<file path="src/inc/lcdcmd_params.svh">
// Constants of the character display command port: opcodes, field
// positions, address map bounds and reset values.
// Assumes inclusion by bare name from the package and the design files.
`ifndef LCDCMD_PARAMS_SVH
`define LCDCMD_PARAMS_SVH

// ==================================================
// Command codes and field positions
`define LCDC_ADDR_SET_BIT 3
`define LCDC_OP_ADDR_BIT 7
`define LCDC_HI_TEST 4'h0
`define LCDC_HI_ONOFF 4'h3
`define LCDC_HI_SYSSET 4'h6
`define LCDC_NOP 8'h00
`define LCDC_ONOFF_CURSOR 3
`define LCDC_ONOFF_BLINK 2
`define LCDC_ONOFF_EXT 1
`define LCDC_ONOFF_DISP 0
`define LCDC_SYS_ROM_HI 3
`define LCDC_SYS_ROM_LO 2
`define LCDC_SYS_COMDIR 1
`define LCDC_SYS_UCRAM 0
`define LCDC_SYS_SEGDIR 1

// ==================================================
// Address map bounds
`define LCDC_SI_LAST 7'h01
`define LCDC_ICONBLK_FIRST 7'h02
`define LCDC_ICONBLK_LAST 7'h03
`define LCDC_CONTRAST_ADDR 7'h08
`define LCDC_TEST_ADDR 7'h09
`define LCDC_DD_FIRST 7'h30
`define LCDC_DD_ROW0 3'h3
`define LCDC_UC_LAST 7'h2f
`define LCDC_SYM_FIRST 7'h60
`define LCDC_LINES_DEF 3'h4

// ==================================================
// Reset values
`define LCDC_RST_ADDR 7'h00
`define LCDC_RST_BIT 1'b0
`define LCDC_RST_ROM 2'h0

`endif

</file>
<file path="src/inc/lcdcmd_pkg.sv">
// Types shared by the command port and its buffer.
// Assumes the params header sits on the include path.
`include "lcdcmd_params.svh"

package lcdcmd_pkg;

	// ==================================================
	// Target of a data byte in the address map
	typedef enum logic [2:0] {
		LCDC_REG_UNUSED = 3'h0,
		LCDC_REG_ICON = 3'h1,
		LCDC_REG_BLINK = 3'h2,
		LCDC_REG_CONTRAST = 3'h3,
		LCDC_REG_TEST = 3'h4,
		LCDC_REG_DISPDATA = 3'h5,
		LCDC_REG_UCRAM = 3'h6,
		LCDC_REG_SYMBOL = 3'h7
	} lcdcmd_region_e;

	// ==================================================
	// Write engine states, one-hot
	typedef enum logic [1:0] {
		LCDC_ST_IDLE = 2'b01,
		LCDC_ST_WRITE = 2'b10
	} lcdcmd_state_e;

	// Address counter word
	typedef logic [6:0] lcdcmd_addr_t;

endpackage

</file>
<file path="src/inc/lcdcmd_byte_if.sv">
// Carrier for one host byte with its command/data select and handshake.
// Assumes a single clock; the ready side is driven by the receiver.
`timescale 1ns/1ps

interface lcdcmd_byte_if;
	logic valid; // Byte offered
	logic ready; // Receiver can take it
	logic sel; // High for data, low for command
	logic [7:0] data; // Byte value

	// Offering side
	modport src (output valid, output sel, output data, input ready);
	// Taking side
	modport snk (input valid, input sel, input data, output ready);
endinterface

</file>
<file path="src/core/lcdcmd_port.sv">
// Command interpreter of a character display driver: decodes host
// command bytes, keeps the address counter and emits RAM writes.
// Assumes one clock, synchronous inputs and a RAM side that may stall.
`timescale 1ns/1ps
`include "lcdcmd_params.svh"

module lcdcmd_port #(
	parameter logic [2:0] DISPLAY_LINES = `LCDC_LINES_DEF
) (
	// Clock and reset
	input wire logic mclk_in,
	input wire logic reset_in,
	// Host byte port
	input wire logic host_valid_in,
	input wire logic host_cmd_data_select_in,
	input wire logic [7:0] host_byte_in,
	output logic host_ready_out,
	// RAM write side
	input wire logic ram_ready_in,
	output logic ram_wr_out,
	output lcdcmd_pkg::lcdcmd_addr_t ram_addr_out,
	output logic [7:0] ram_data_out,
	output lcdcmd_pkg::lcdcmd_region_e ram_region_out,
	// Display drive hints
	input wire logic seg_src_symbol_in,
	output logic seg_reverse_out,
	output logic com_reverse_out,
	output logic user_char_ram_enable_out,
	output logic [1:0] rom_bank_out,
	// Mode and cursor state
	output logic extended_space_select_out,
	output logic display_on_out,
	output logic cursor_on_out,
	output logic cursor_blink_out,
	output logic cursor_visible_out,
	output logic [2:0] cursor_line_out,
	output logic [3:0] cursor_col_out,
	output logic symbol_blink_out,
	output lcdcmd_pkg::lcdcmd_addr_t addr_counter_out,
	output logic test_mode_out
);
	import lcdcmd_pkg::*;

	// ==================================================
	// Address map decode, shared by write path and cursor
	function automatic lcdcmd_region_e region_of(input logic ext, input lcdcmd_addr_t a);
		lcdcmd_region_e r;
		r = LCDC_REG_UNUSED;
		if (ext)
		begin
			if (a <= `LCDC_UC_LAST)
				r = LCDC_REG_UCRAM;
			else if (a >= `LCDC_SYM_FIRST)
				r = LCDC_REG_SYMBOL;
		end
		else
		begin
			if (a <= `LCDC_SI_LAST)
				r = LCDC_REG_ICON;
			else if (a >= `LCDC_ICONBLK_FIRST && a <= `LCDC_ICONBLK_LAST)
				r = LCDC_REG_BLINK;
			else if (a == `LCDC_CONTRAST_ADDR)
				r = LCDC_REG_CONTRAST;
			else if (a == `LCDC_TEST_ADDR)
				r = LCDC_REG_TEST;
			else if (a >= `LCDC_DD_FIRST)
				r = LCDC_REG_DISPDATA;
		end
		return r;
	endfunction

	// ==================================================
	// Buffer between host pins and the engine
	lcdcmd_byte_if host_if ();
	lcdcmd_byte_if eng_if ();

	assign host_if.valid = host_valid_in;
	assign host_if.sel = host_cmd_data_select_in;
	assign host_if.data = host_byte_in;
	assign host_ready_out = host_if.ready;

	lcdcmd_buf #(
		.DEPTH(2),
		.WIDTH(9)
	) u_buf (
		.mclk_in(mclk_in),
		.reset_in(reset_in),
		.up(host_if),
		.dn(eng_if)
	);

	// ==================================================
	// State
	lcdcmd_state_e state_r, state_nxt; // Write engine
	lcdcmd_addr_t addr_r, addr_nxt; // Address counter
	logic ext_r, ext_nxt; // Extended space select
	logic ss_r, ss_nxt; // Segment direction
	logic cs_r, cs_nxt; // Common direction
	logic ucen_r, ucen_nxt; // User RAM enable
	logic [1:0] rom_r, rom_nxt; // Option ROM bank
	logic disp_r, disp_nxt; // Display on
	logic con_r, con_nxt; // Cursor on
	logic cbl_r, cbl_nxt; // Cursor blink
	logic test_r, test_nxt; // Test mode latch
	logic wr_r, wr_nxt; // RAM write pending
	lcdcmd_addr_t wa_r, wa_nxt; // Write address
	logic [7:0] wd_r, wd_nxt; // Write data
	lcdcmd_region_e wg_r, wg_nxt; // Write target
	logic segr_r, segr_nxt; // Segment reverse as driven
	logic vis_r, vis_nxt; // Cursor shown
	logic [2:0] line_r, line_nxt; // Cursor line
	logic [3:0] col_r, col_nxt; // Cursor column
	logic sblk_r, sblk_nxt; // Symbol blink at cursor

	logic eng_rdy; // Engine can take a byte
	logic take; // Byte taken this cycle
	lcdcmd_region_e cur_reg; // Region under the new counter
	logic [3:0] hi; // Upper nibble of the byte

	// Stall only while a write waits on the RAM side
	assign eng_rdy = (state_r == LCDC_ST_IDLE) | ram_ready_in;
	assign eng_if.ready = eng_rdy;
	assign take = eng_if.valid & eng_rdy;
	assign hi = eng_if.data[7:4];

	// ==================================================
	// Decode and next values
	always_comb
	begin
		state_nxt = state_r;
		addr_nxt = addr_r;
		ext_nxt = ext_r;
		ss_nxt = ss_r;
		cs_nxt = cs_r;
		ucen_nxt = ucen_r;
		rom_nxt = rom_r;
		disp_nxt = disp_r;
		con_nxt = con_r;
		cbl_nxt = cbl_r;
		test_nxt = test_r;
		wr_nxt = wr_r;
		wa_nxt = wa_r;
		wd_nxt = wd_r;
		wg_nxt = wg_r;
		// Retire a finished RAM write
		case (state_r)
			LCDC_ST_IDLE:
			begin
				wr_nxt = 1'b0;
			end
			LCDC_ST_WRITE:
			begin
				if (ram_ready_in)
				begin
					wr_nxt = 1'b0;
					state_nxt = LCDC_ST_IDLE;
				end
			end
			default:
			begin
				wr_nxt = 1'b0;
				state_nxt = LCDC_ST_IDLE;
			end
		endcase
		if (take)
		begin
			if (eng_if.sel)
			begin
				// Data byte; extended bit left alone
				if (region_of(ext_r, addr_r) != LCDC_REG_UNUSED)
				begin
					wr_nxt = 1'b1;
					wa_nxt = addr_r;
					wd_nxt = eng_if.data;
					wg_nxt = region_of(ext_r, addr_r);
					state_nxt = LCDC_ST_WRITE;
				end
				addr_nxt = lcdcmd_addr_t'(addr_r + 7'h01);
			end
			else if (eng_if.data[`LCDC_OP_ADDR_BIT])
				addr_nxt = eng_if.data[6:0];
			else if (eng_if.data == `LCDC_NOP)
				test_nxt = 1'b0;
			else if (hi == `LCDC_HI_TEST)
				test_nxt = 1'b1;
			else if (hi == `LCDC_HI_ONOFF)
			begin
				con_nxt = eng_if.data[`LCDC_ONOFF_CURSOR];
				cbl_nxt = eng_if.data[`LCDC_ONOFF_BLINK];
				ext_nxt = eng_if.data[`LCDC_ONOFF_EXT];
				disp_nxt = eng_if.data[`LCDC_ONOFF_DISP];
			end
			else if (hi == `LCDC_HI_SYSSET)
			begin
				if (ext_r)
					ss_nxt = eng_if.data[`LCDC_SYS_SEGDIR];
				else
				begin
					rom_nxt = eng_if.data[`LCDC_SYS_ROM_HI:`LCDC_SYS_ROM_LO];
					cs_nxt = eng_if.data[`LCDC_SYS_COMDIR];
					ucen_nxt = eng_if.data[`LCDC_SYS_UCRAM];
				end
			end
		end
	end

	// ==================================================
	// Drive-side views of the new state
	always_comb
	begin
		cur_reg = region_of(ext_nxt, addr_nxt);
		line_nxt = 3'(addr_nxt[6:4] - `LCDC_DD_ROW0);
		col_nxt = addr_nxt[3:0];
		// Only display data on a shown line or a symbol may carry the cursor
		vis_nxt = con_nxt & (((cur_reg == LCDC_REG_DISPDATA) && (line_nxt < DISPLAY_LINES))
			|| (cur_reg == LCDC_REG_SYMBOL));
		sblk_nxt = con_nxt & cbl_nxt & (cur_reg == LCDC_REG_SYMBOL);
		// Symbol fetches are never mirrored
		segr_nxt = ss_nxt & ~seg_src_symbol_in;
	end

	// Register stage
	always_ff @(posedge mclk_in)
	begin
		if (reset_in)
		begin
			state_r <= LCDC_ST_IDLE;
			addr_r <= `LCDC_RST_ADDR;
			ext_r <= `LCDC_RST_BIT;
			ss_r <= `LCDC_RST_BIT;
			cs_r <= `LCDC_RST_BIT;
			ucen_r <= `LCDC_RST_BIT;
			rom_r <= `LCDC_RST_ROM;
			disp_r <= `LCDC_RST_BIT;
			con_r <= `LCDC_RST_BIT;
			cbl_r <= `LCDC_RST_BIT;
			test_r <= `LCDC_RST_BIT;
			wr_r <= 1'b0;
			wa_r <= `LCDC_RST_ADDR;
			wd_r <= 8'h00;
			wg_r <= LCDC_REG_UNUSED;
			segr_r <= 1'b0;
			vis_r <= 1'b0;
			line_r <= 3'h0;
			col_r <= 4'h0;
			sblk_r <= 1'b0;
		end
		else
		begin
			state_r <= state_nxt;
			addr_r <= addr_nxt;
			ext_r <= ext_nxt;
			ss_r <= ss_nxt;
			cs_r <= cs_nxt;
			ucen_r <= ucen_nxt;
			rom_r <= rom_nxt;
			disp_r <= disp_nxt;
			con_r <= con_nxt;
			cbl_r <= cbl_nxt;
			test_r <= test_nxt;
			wr_r <= wr_nxt;
			wa_r <= wa_nxt;
			wd_r <= wd_nxt;
			wg_r <= wg_nxt;
			segr_r <= segr_nxt;
			vis_r <= vis_nxt;
			line_r <= line_nxt;
			col_r <= col_nxt;
			sblk_r <= sblk_nxt;
		end
	end

	// ==================================================
	// Outputs, all from flops
	assign ram_wr_out = wr_r;
	assign ram_addr_out = wa_r;
	assign ram_data_out = wd_r;
	assign ram_region_out = wg_r;
	assign seg_reverse_out = segr_r;
	assign com_reverse_out = cs_r;
	assign user_char_ram_enable_out = ucen_r;
	assign rom_bank_out = rom_r;
	assign extended_space_select_out = ext_r;
	assign display_on_out = disp_r;
	assign cursor_on_out = con_r;
	assign cursor_blink_out = cbl_r;
	assign cursor_visible_out = vis_r;
	assign cursor_line_out = line_r;
	assign cursor_col_out = col_r;
	assign symbol_blink_out = sblk_r;
	assign addr_counter_out = addr_r;
	assign test_mode_out = test_r;

	logic tk_cmd, tk_dat; // Helper views of a taken byte
	lcdcmd_addr_t tk_addr;
	assign tk_cmd = take & ~eng_if.sel;
	assign tk_dat = take & eng_if.sel;
	assign tk_addr = eng_if.data[6:0];
endmodule // lcdcmd_port

</file>
<file path="src/core/lcdcmd_buf.sv">
// Small FIFO between the host port and the command engine.
// Assumes one clock; ready on the filling side is a flip-flop.
`timescale 1ns/1ps

module lcdcmd_buf #(
	parameter int DEPTH = 2,
	parameter int WIDTH = 9
) (
	// Clock and reset
	input wire logic mclk_in,
	input wire logic reset_in,
	// Filling and draining sides
	lcdcmd_byte_if.snk up,
	lcdcmd_byte_if.src dn
);
	import lcdcmd_pkg::*;

	localparam int PW = (DEPTH > 1) ? $clog2(DEPTH) : 1;

	logic [WIDTH-1:0] mem_r [DEPTH]; // Storage words
	logic [WIDTH-1:0] mem_nxt [DEPTH];
	logic [PW-1:0] wp_r, wp_nxt; // Write pointer
	logic [PW-1:0] rp_r, rp_nxt; // Read pointer
	logic [PW:0] cnt_r, cnt_nxt; // Fill level
	logic rdy_r, rdy_nxt; // Registered not-full
	logic push, pop;

	assign up.ready = rdy_r;
	assign dn.valid = (cnt_r != '0);
	assign dn.sel = mem_r[rp_r][WIDTH-1];
	assign dn.data = mem_r[rp_r][7:0];
	assign push = up.valid & rdy_r;
	assign pop = dn.valid & dn.ready;

	// ==================================================
	// Next pointers, level and storage
	always_comb
	begin
		mem_nxt = mem_r;
		wp_nxt = wp_r;
		rp_nxt = rp_r;
		if (push)
		begin
			mem_nxt[wp_r] = {up.sel, up.data};
			wp_nxt = (wp_r == PW'(DEPTH - 1)) ? '0 : PW'(wp_r + 1'b1);
		end
		if (pop)
			rp_nxt = (rp_r == PW'(DEPTH - 1)) ? '0 : PW'(rp_r + 1'b1);
		cnt_nxt = (PW+1)'(cnt_r + {{PW{1'b0}}, push} - {{PW{1'b0}}, pop});
		// Registered so the host sees a clean flop; taken from the next level, so every slot can fill
		rdy_nxt = (cnt_nxt != (PW+1)'(DEPTH));
	end

	// Register stage
	always_ff @(posedge mclk_in)
	begin
		mem_r <= mem_nxt;
		if (reset_in)
		begin
			wp_r <= '0;
			rp_r <= '0;
			cnt_r <= '0;
			rdy_r <= 1'b0;
		end
		else
		begin
			wp_r <= wp_nxt;
			rp_r <= rp_nxt;
			cnt_r <= cnt_nxt;
			rdy_r <= rdy_nxt;
		end
	end
endmodule // lcdcmd_buf

</file>
<file path="config.mk">
export PLATFORM = sky130hd
export DESIGN_NAME = lcdcmd_port
export DESIGN_NICKNAME = d
export VERILOG_FILES = /design/src/inc/lcdcmd_pkg.sv /design/src/inc/lcdcmd_byte_if.sv /design/src/core/lcdcmd_port.sv /design/src/core/lcdcmd_buf.sv
export VERILOG_INCLUDE_DIRS = /design/src /design/src/inc
export SDC_FILE = /design/constraint.sdc
export NUM_CORES = 1
export LEC_CHECK = 0
export ABC_AREA = 1
export ABC_CLOCK_PERIOD_IN_PS = 2560
export BUFFER_PORTS_ARGS = -buffer_cell sky130_fd_sc_hd__buf_4
export CAP_MARGIN = 5
export CORE_ASPECT_RATIO = 0.8
export CORE_MARGIN = 4
export CORE_UTILIZATION = 30
export DETAILED_ROUTE_END_ITERATION = 8
export GPL_ROUTABILITY_DRIVEN = 0
export GPL_TIMING_DRIVEN = 0
export SYNTH_ARGS = -nofsm -noshare
export SYNTH_HDL_FRONTEND = slang
export SYNTH_SLANG_ARGS = --single-unit
</file>
<file path="constraint.sdc">
create_clock -name mclk_in -period 2.56 [get_ports mclk_in]
set_clock_uncertainty 0.1 [all_clocks]
set_input_delay 0.512 -clock mclk_in [delete_from_list [all_inputs] [get_ports mclk_in]]
set_output_delay 0.512 -clock mclk_in [all_outputs]
set_load 0.1 [all_outputs]
</file>
==> flow_summary.json <==
{
  "area_delta_synth_final_pct": 28.2,
  "drv_slew": 0,
  "rows": 34,
  "fin_cells": 666,
  "cp.arrival_ns": 2.52,
  "pin_count": 60,
  "nNetsFinal": 540,
  "fmax_mhz": 418,
  "setup.worst_path.start_class": "register",
  "cts.clk_slew.worst_paths_ns": 0.06,
  "slew_headroom": 0.427,
  "clk_latency_ns": 0.34,
  "ys_ff_latch": 67,
  "firstDrtPassIters": 4,
  "drt-met1-wl_mm": 4.46,
  "die-area_mm2": 0.0131,
  "hold_buffers": 0,
  "hpwl_mm": 7.07,
  "ys_seq_area_frac": 0.446,
  "numPortBuffers": 59,
  "via_count": 3087,
  "syn_area_mm2": 0.00341,
  "start_util": 0.311,
  "clkSinkCount": 67,
  "wl_met3_um": 557,
  "ys_types": 36,
  "grt_pass1_vias": 2978,
  "grt_antenna_before_repair": 0,
  "via_per_inst": 4.64,
  "ys_top_cells_by_area": "dfxtp_1 (29%), edfxtp_1 (16%), nand2_1 (12%)",
  "root_buffer": "clkbuf_16",
  "drtIter0Drc": 194,
  "core_mm2": 0.0110,
  "min_path_type": "input pin to register",
  "status": "finished, final reports clean",
  "crit_type": "register to register",
  "cts_buffers": 9,
  "die_y_um": 103,
  "finalHoldViolations": 0,
  "drt_wl_total_mm": 9.16,
  "antenna_cells": 0,
  "wire_per_inst_um": 13.7,
  "cp-end-kind": "register",
  "cts_tree": "built",
  "setup_viol": 0,
  "grtUsageTotal": 0.145,
  "yosysTopAreaCell": "dfxtp_1",
  "cp_max_fo": 10,
  "top_layer": "met4",
  "layout-drive-gt1-share": 0.264,
  "fill_cells": 1127,
  "syn_inst": 445,
  "wl_met2_mm": 4.08,
  "syn_nets": 468,
  "drc": 0,
  "period_share": 0.934,
  "place_inst": 648,
  "ant_nets": 0,
  "worst_pin_slew_ns": 0.856,
  "fin_crit_ns": 2.39,
  "synth_area_per_cell_um2": 7.66,
  "grt_remaining_overflow": 0,
  "cap_violations": 0,
  "fin_util": 0.398,
  "grt_pass1_wl_mm": 14.7,
  "worstPathRequired_ns": 2.69,
  "htree_num_levels": 3,
  "clock_path_buffers": 2,
  "synth_top_area_frac": 0.288,
  "chipWidth_um": 127,
  "grt_max_degree": 12,
  "yosys_warnings": 0
}
==> layout make-up <==
class / count / area [um2] / area share
tap: 144 / 180 / 0.0412
clock buffer: 14 / 264 / 0.0604
timing repair buffer: 61 / 458 / 0.105
clock inverter: 2 / 35.0 / 0.00802
multi-input combinational: 304 / 1580 / 0.360
sequential: 67 / 1530 / 0.350
inverter: 58 / 219 / 0.0501
buffer: 16 / 110 / 0.0252
==> timing repair <==
item                       CTS  global route
setup endpoints to repair    0             2
setup buffers                0             2
gates resized for setup      0             5
==> layout by cell type, fill, tap and decap left out, types with 2 or more instances in the layout <==
cell,count
nand3_1,26
nand2_2,18
buf_6,2
nand2_1,105
nand2_4,2
dfxtp_1,43
nor2_1,49
nor2_4,4
ha_1,9
nand4_1,5
clkbuf_1,7
edfxtp_1,18
clkbuf_8,2
o21ai_0,19
clkbuf_16,9
inv_1,52
nor2_2,2
nor3_1,5
o21ai_1,12
inv_2,3
clkinv_1,2
a21oi_2,7
clkinv_2,2
nand3_2,6
dfxtp_2,6
a21oi_1,23
buf_4,70
==> logic make-up after synthesis <==
kind of cell    after synthesis  synth area share
fa+ha+maj                     9            0.0330
buf+inv                      74            0.0965
simple gates                226             0.308
xor+xnor                      3           0.00771
compound gates               66             0.109
flops                        67             0.446
==> worst paths after layout <==
check | cells after the start | endpoint | start | slack [ns]
max | 16 | symbol_blink_out | state_r[1] | 0.17
min | 1 | u_buf.mem_r[12] | host_byte_in[3] | 0.26
max reg2reg | 16 | symbol_blink_out | state_r[1] | 0.17
min reg2reg | 2 | rom_bank_out[0] | rom_bank_out[0] | 0.35
==> synth_stat cells <==
cell type  instances
nor4_1             1
dfxtp_1           49
nor2_2             2
a21oi_1           23
nor2_1            49
inv_2              3
a31oi_1            1
o211ai_1           1
xnor2_1            1
o21ai_0           20
nand4_1            5
clkbuf_1           4
nand3_1           27
a211oi_1           1
edfxtp_1          18
nor4_4             1
buf_6              2
nand3b_1           1
ha_1               9
xor2_1             2
clkinv_1           2
o21ai_1           11
nand2_2           16
and2_1             1
inv_1             52
nand3_2            5
clkinv_2           1
nand2_1          107
o21ai_2            1
nand2_4            2
buf_2              1
a41oi_1            1
a21oi_2            7
nor2_4             4
buf_4              9
nor3_1             5
==> stage by stage <==
step	worst slack, ns	instance area, um2	TNS (ns)	hold WS [ns]
floorplan	0.00890	3420	0	0.373
detailed placement	0.00521	4040	0	0.351
CTS	0.0545	4340	0	0.249
finish	0.169	4370	0	0.257
global placement	0.0127	4040	0	0.341
global route	-0.00887	4370	-0.00887	0.248
==> critical path, cell delays in order, from the launching register on <==
cell and delay (ns):
dfxtp_1 0.31, inv_1 0.07, ha_1 0.18, inv_1 0.07, nand2_2 0.09, nand2_2 0.09, buf_4 0.19, nor2_4 0.14
nand3_1 0.12, nand3_2 0.13, ha_1 0.15, inv_1 0.05, nor2_1 0.11, nand3_1 0.08, nand2_1 0.07, nand4_1 0.12
nor3_1 0.22
==> metal layers <==
| metal | track usage | vias up |
|---|---|---|
| li1 | - | 1571 |
| met1 | 0.201 | 1431 |
| met2 | 0.220 | 81 |
| met3 | 0.0421 | 4 |
| met4 | 0.0437 | 0 |
| met5 | 0 | - |
==> flip-flops by register name (all words and copies together), names as in the netlist, 2 cells and up <==
signal / cells
addr_counter_out: 7
cursor_line_out: 3
ram_addr_out: 7
ram_data_out: 8
ram_region_out: 3
rom_bank_out: 2
state_r: 2
u_buf.cnt_r: 2
u_buf.mem_r: 18
Power is left out: the tool's default activity adds up to more than one toggle a clock period on the data nets, which glitch-free logic cannot reach.
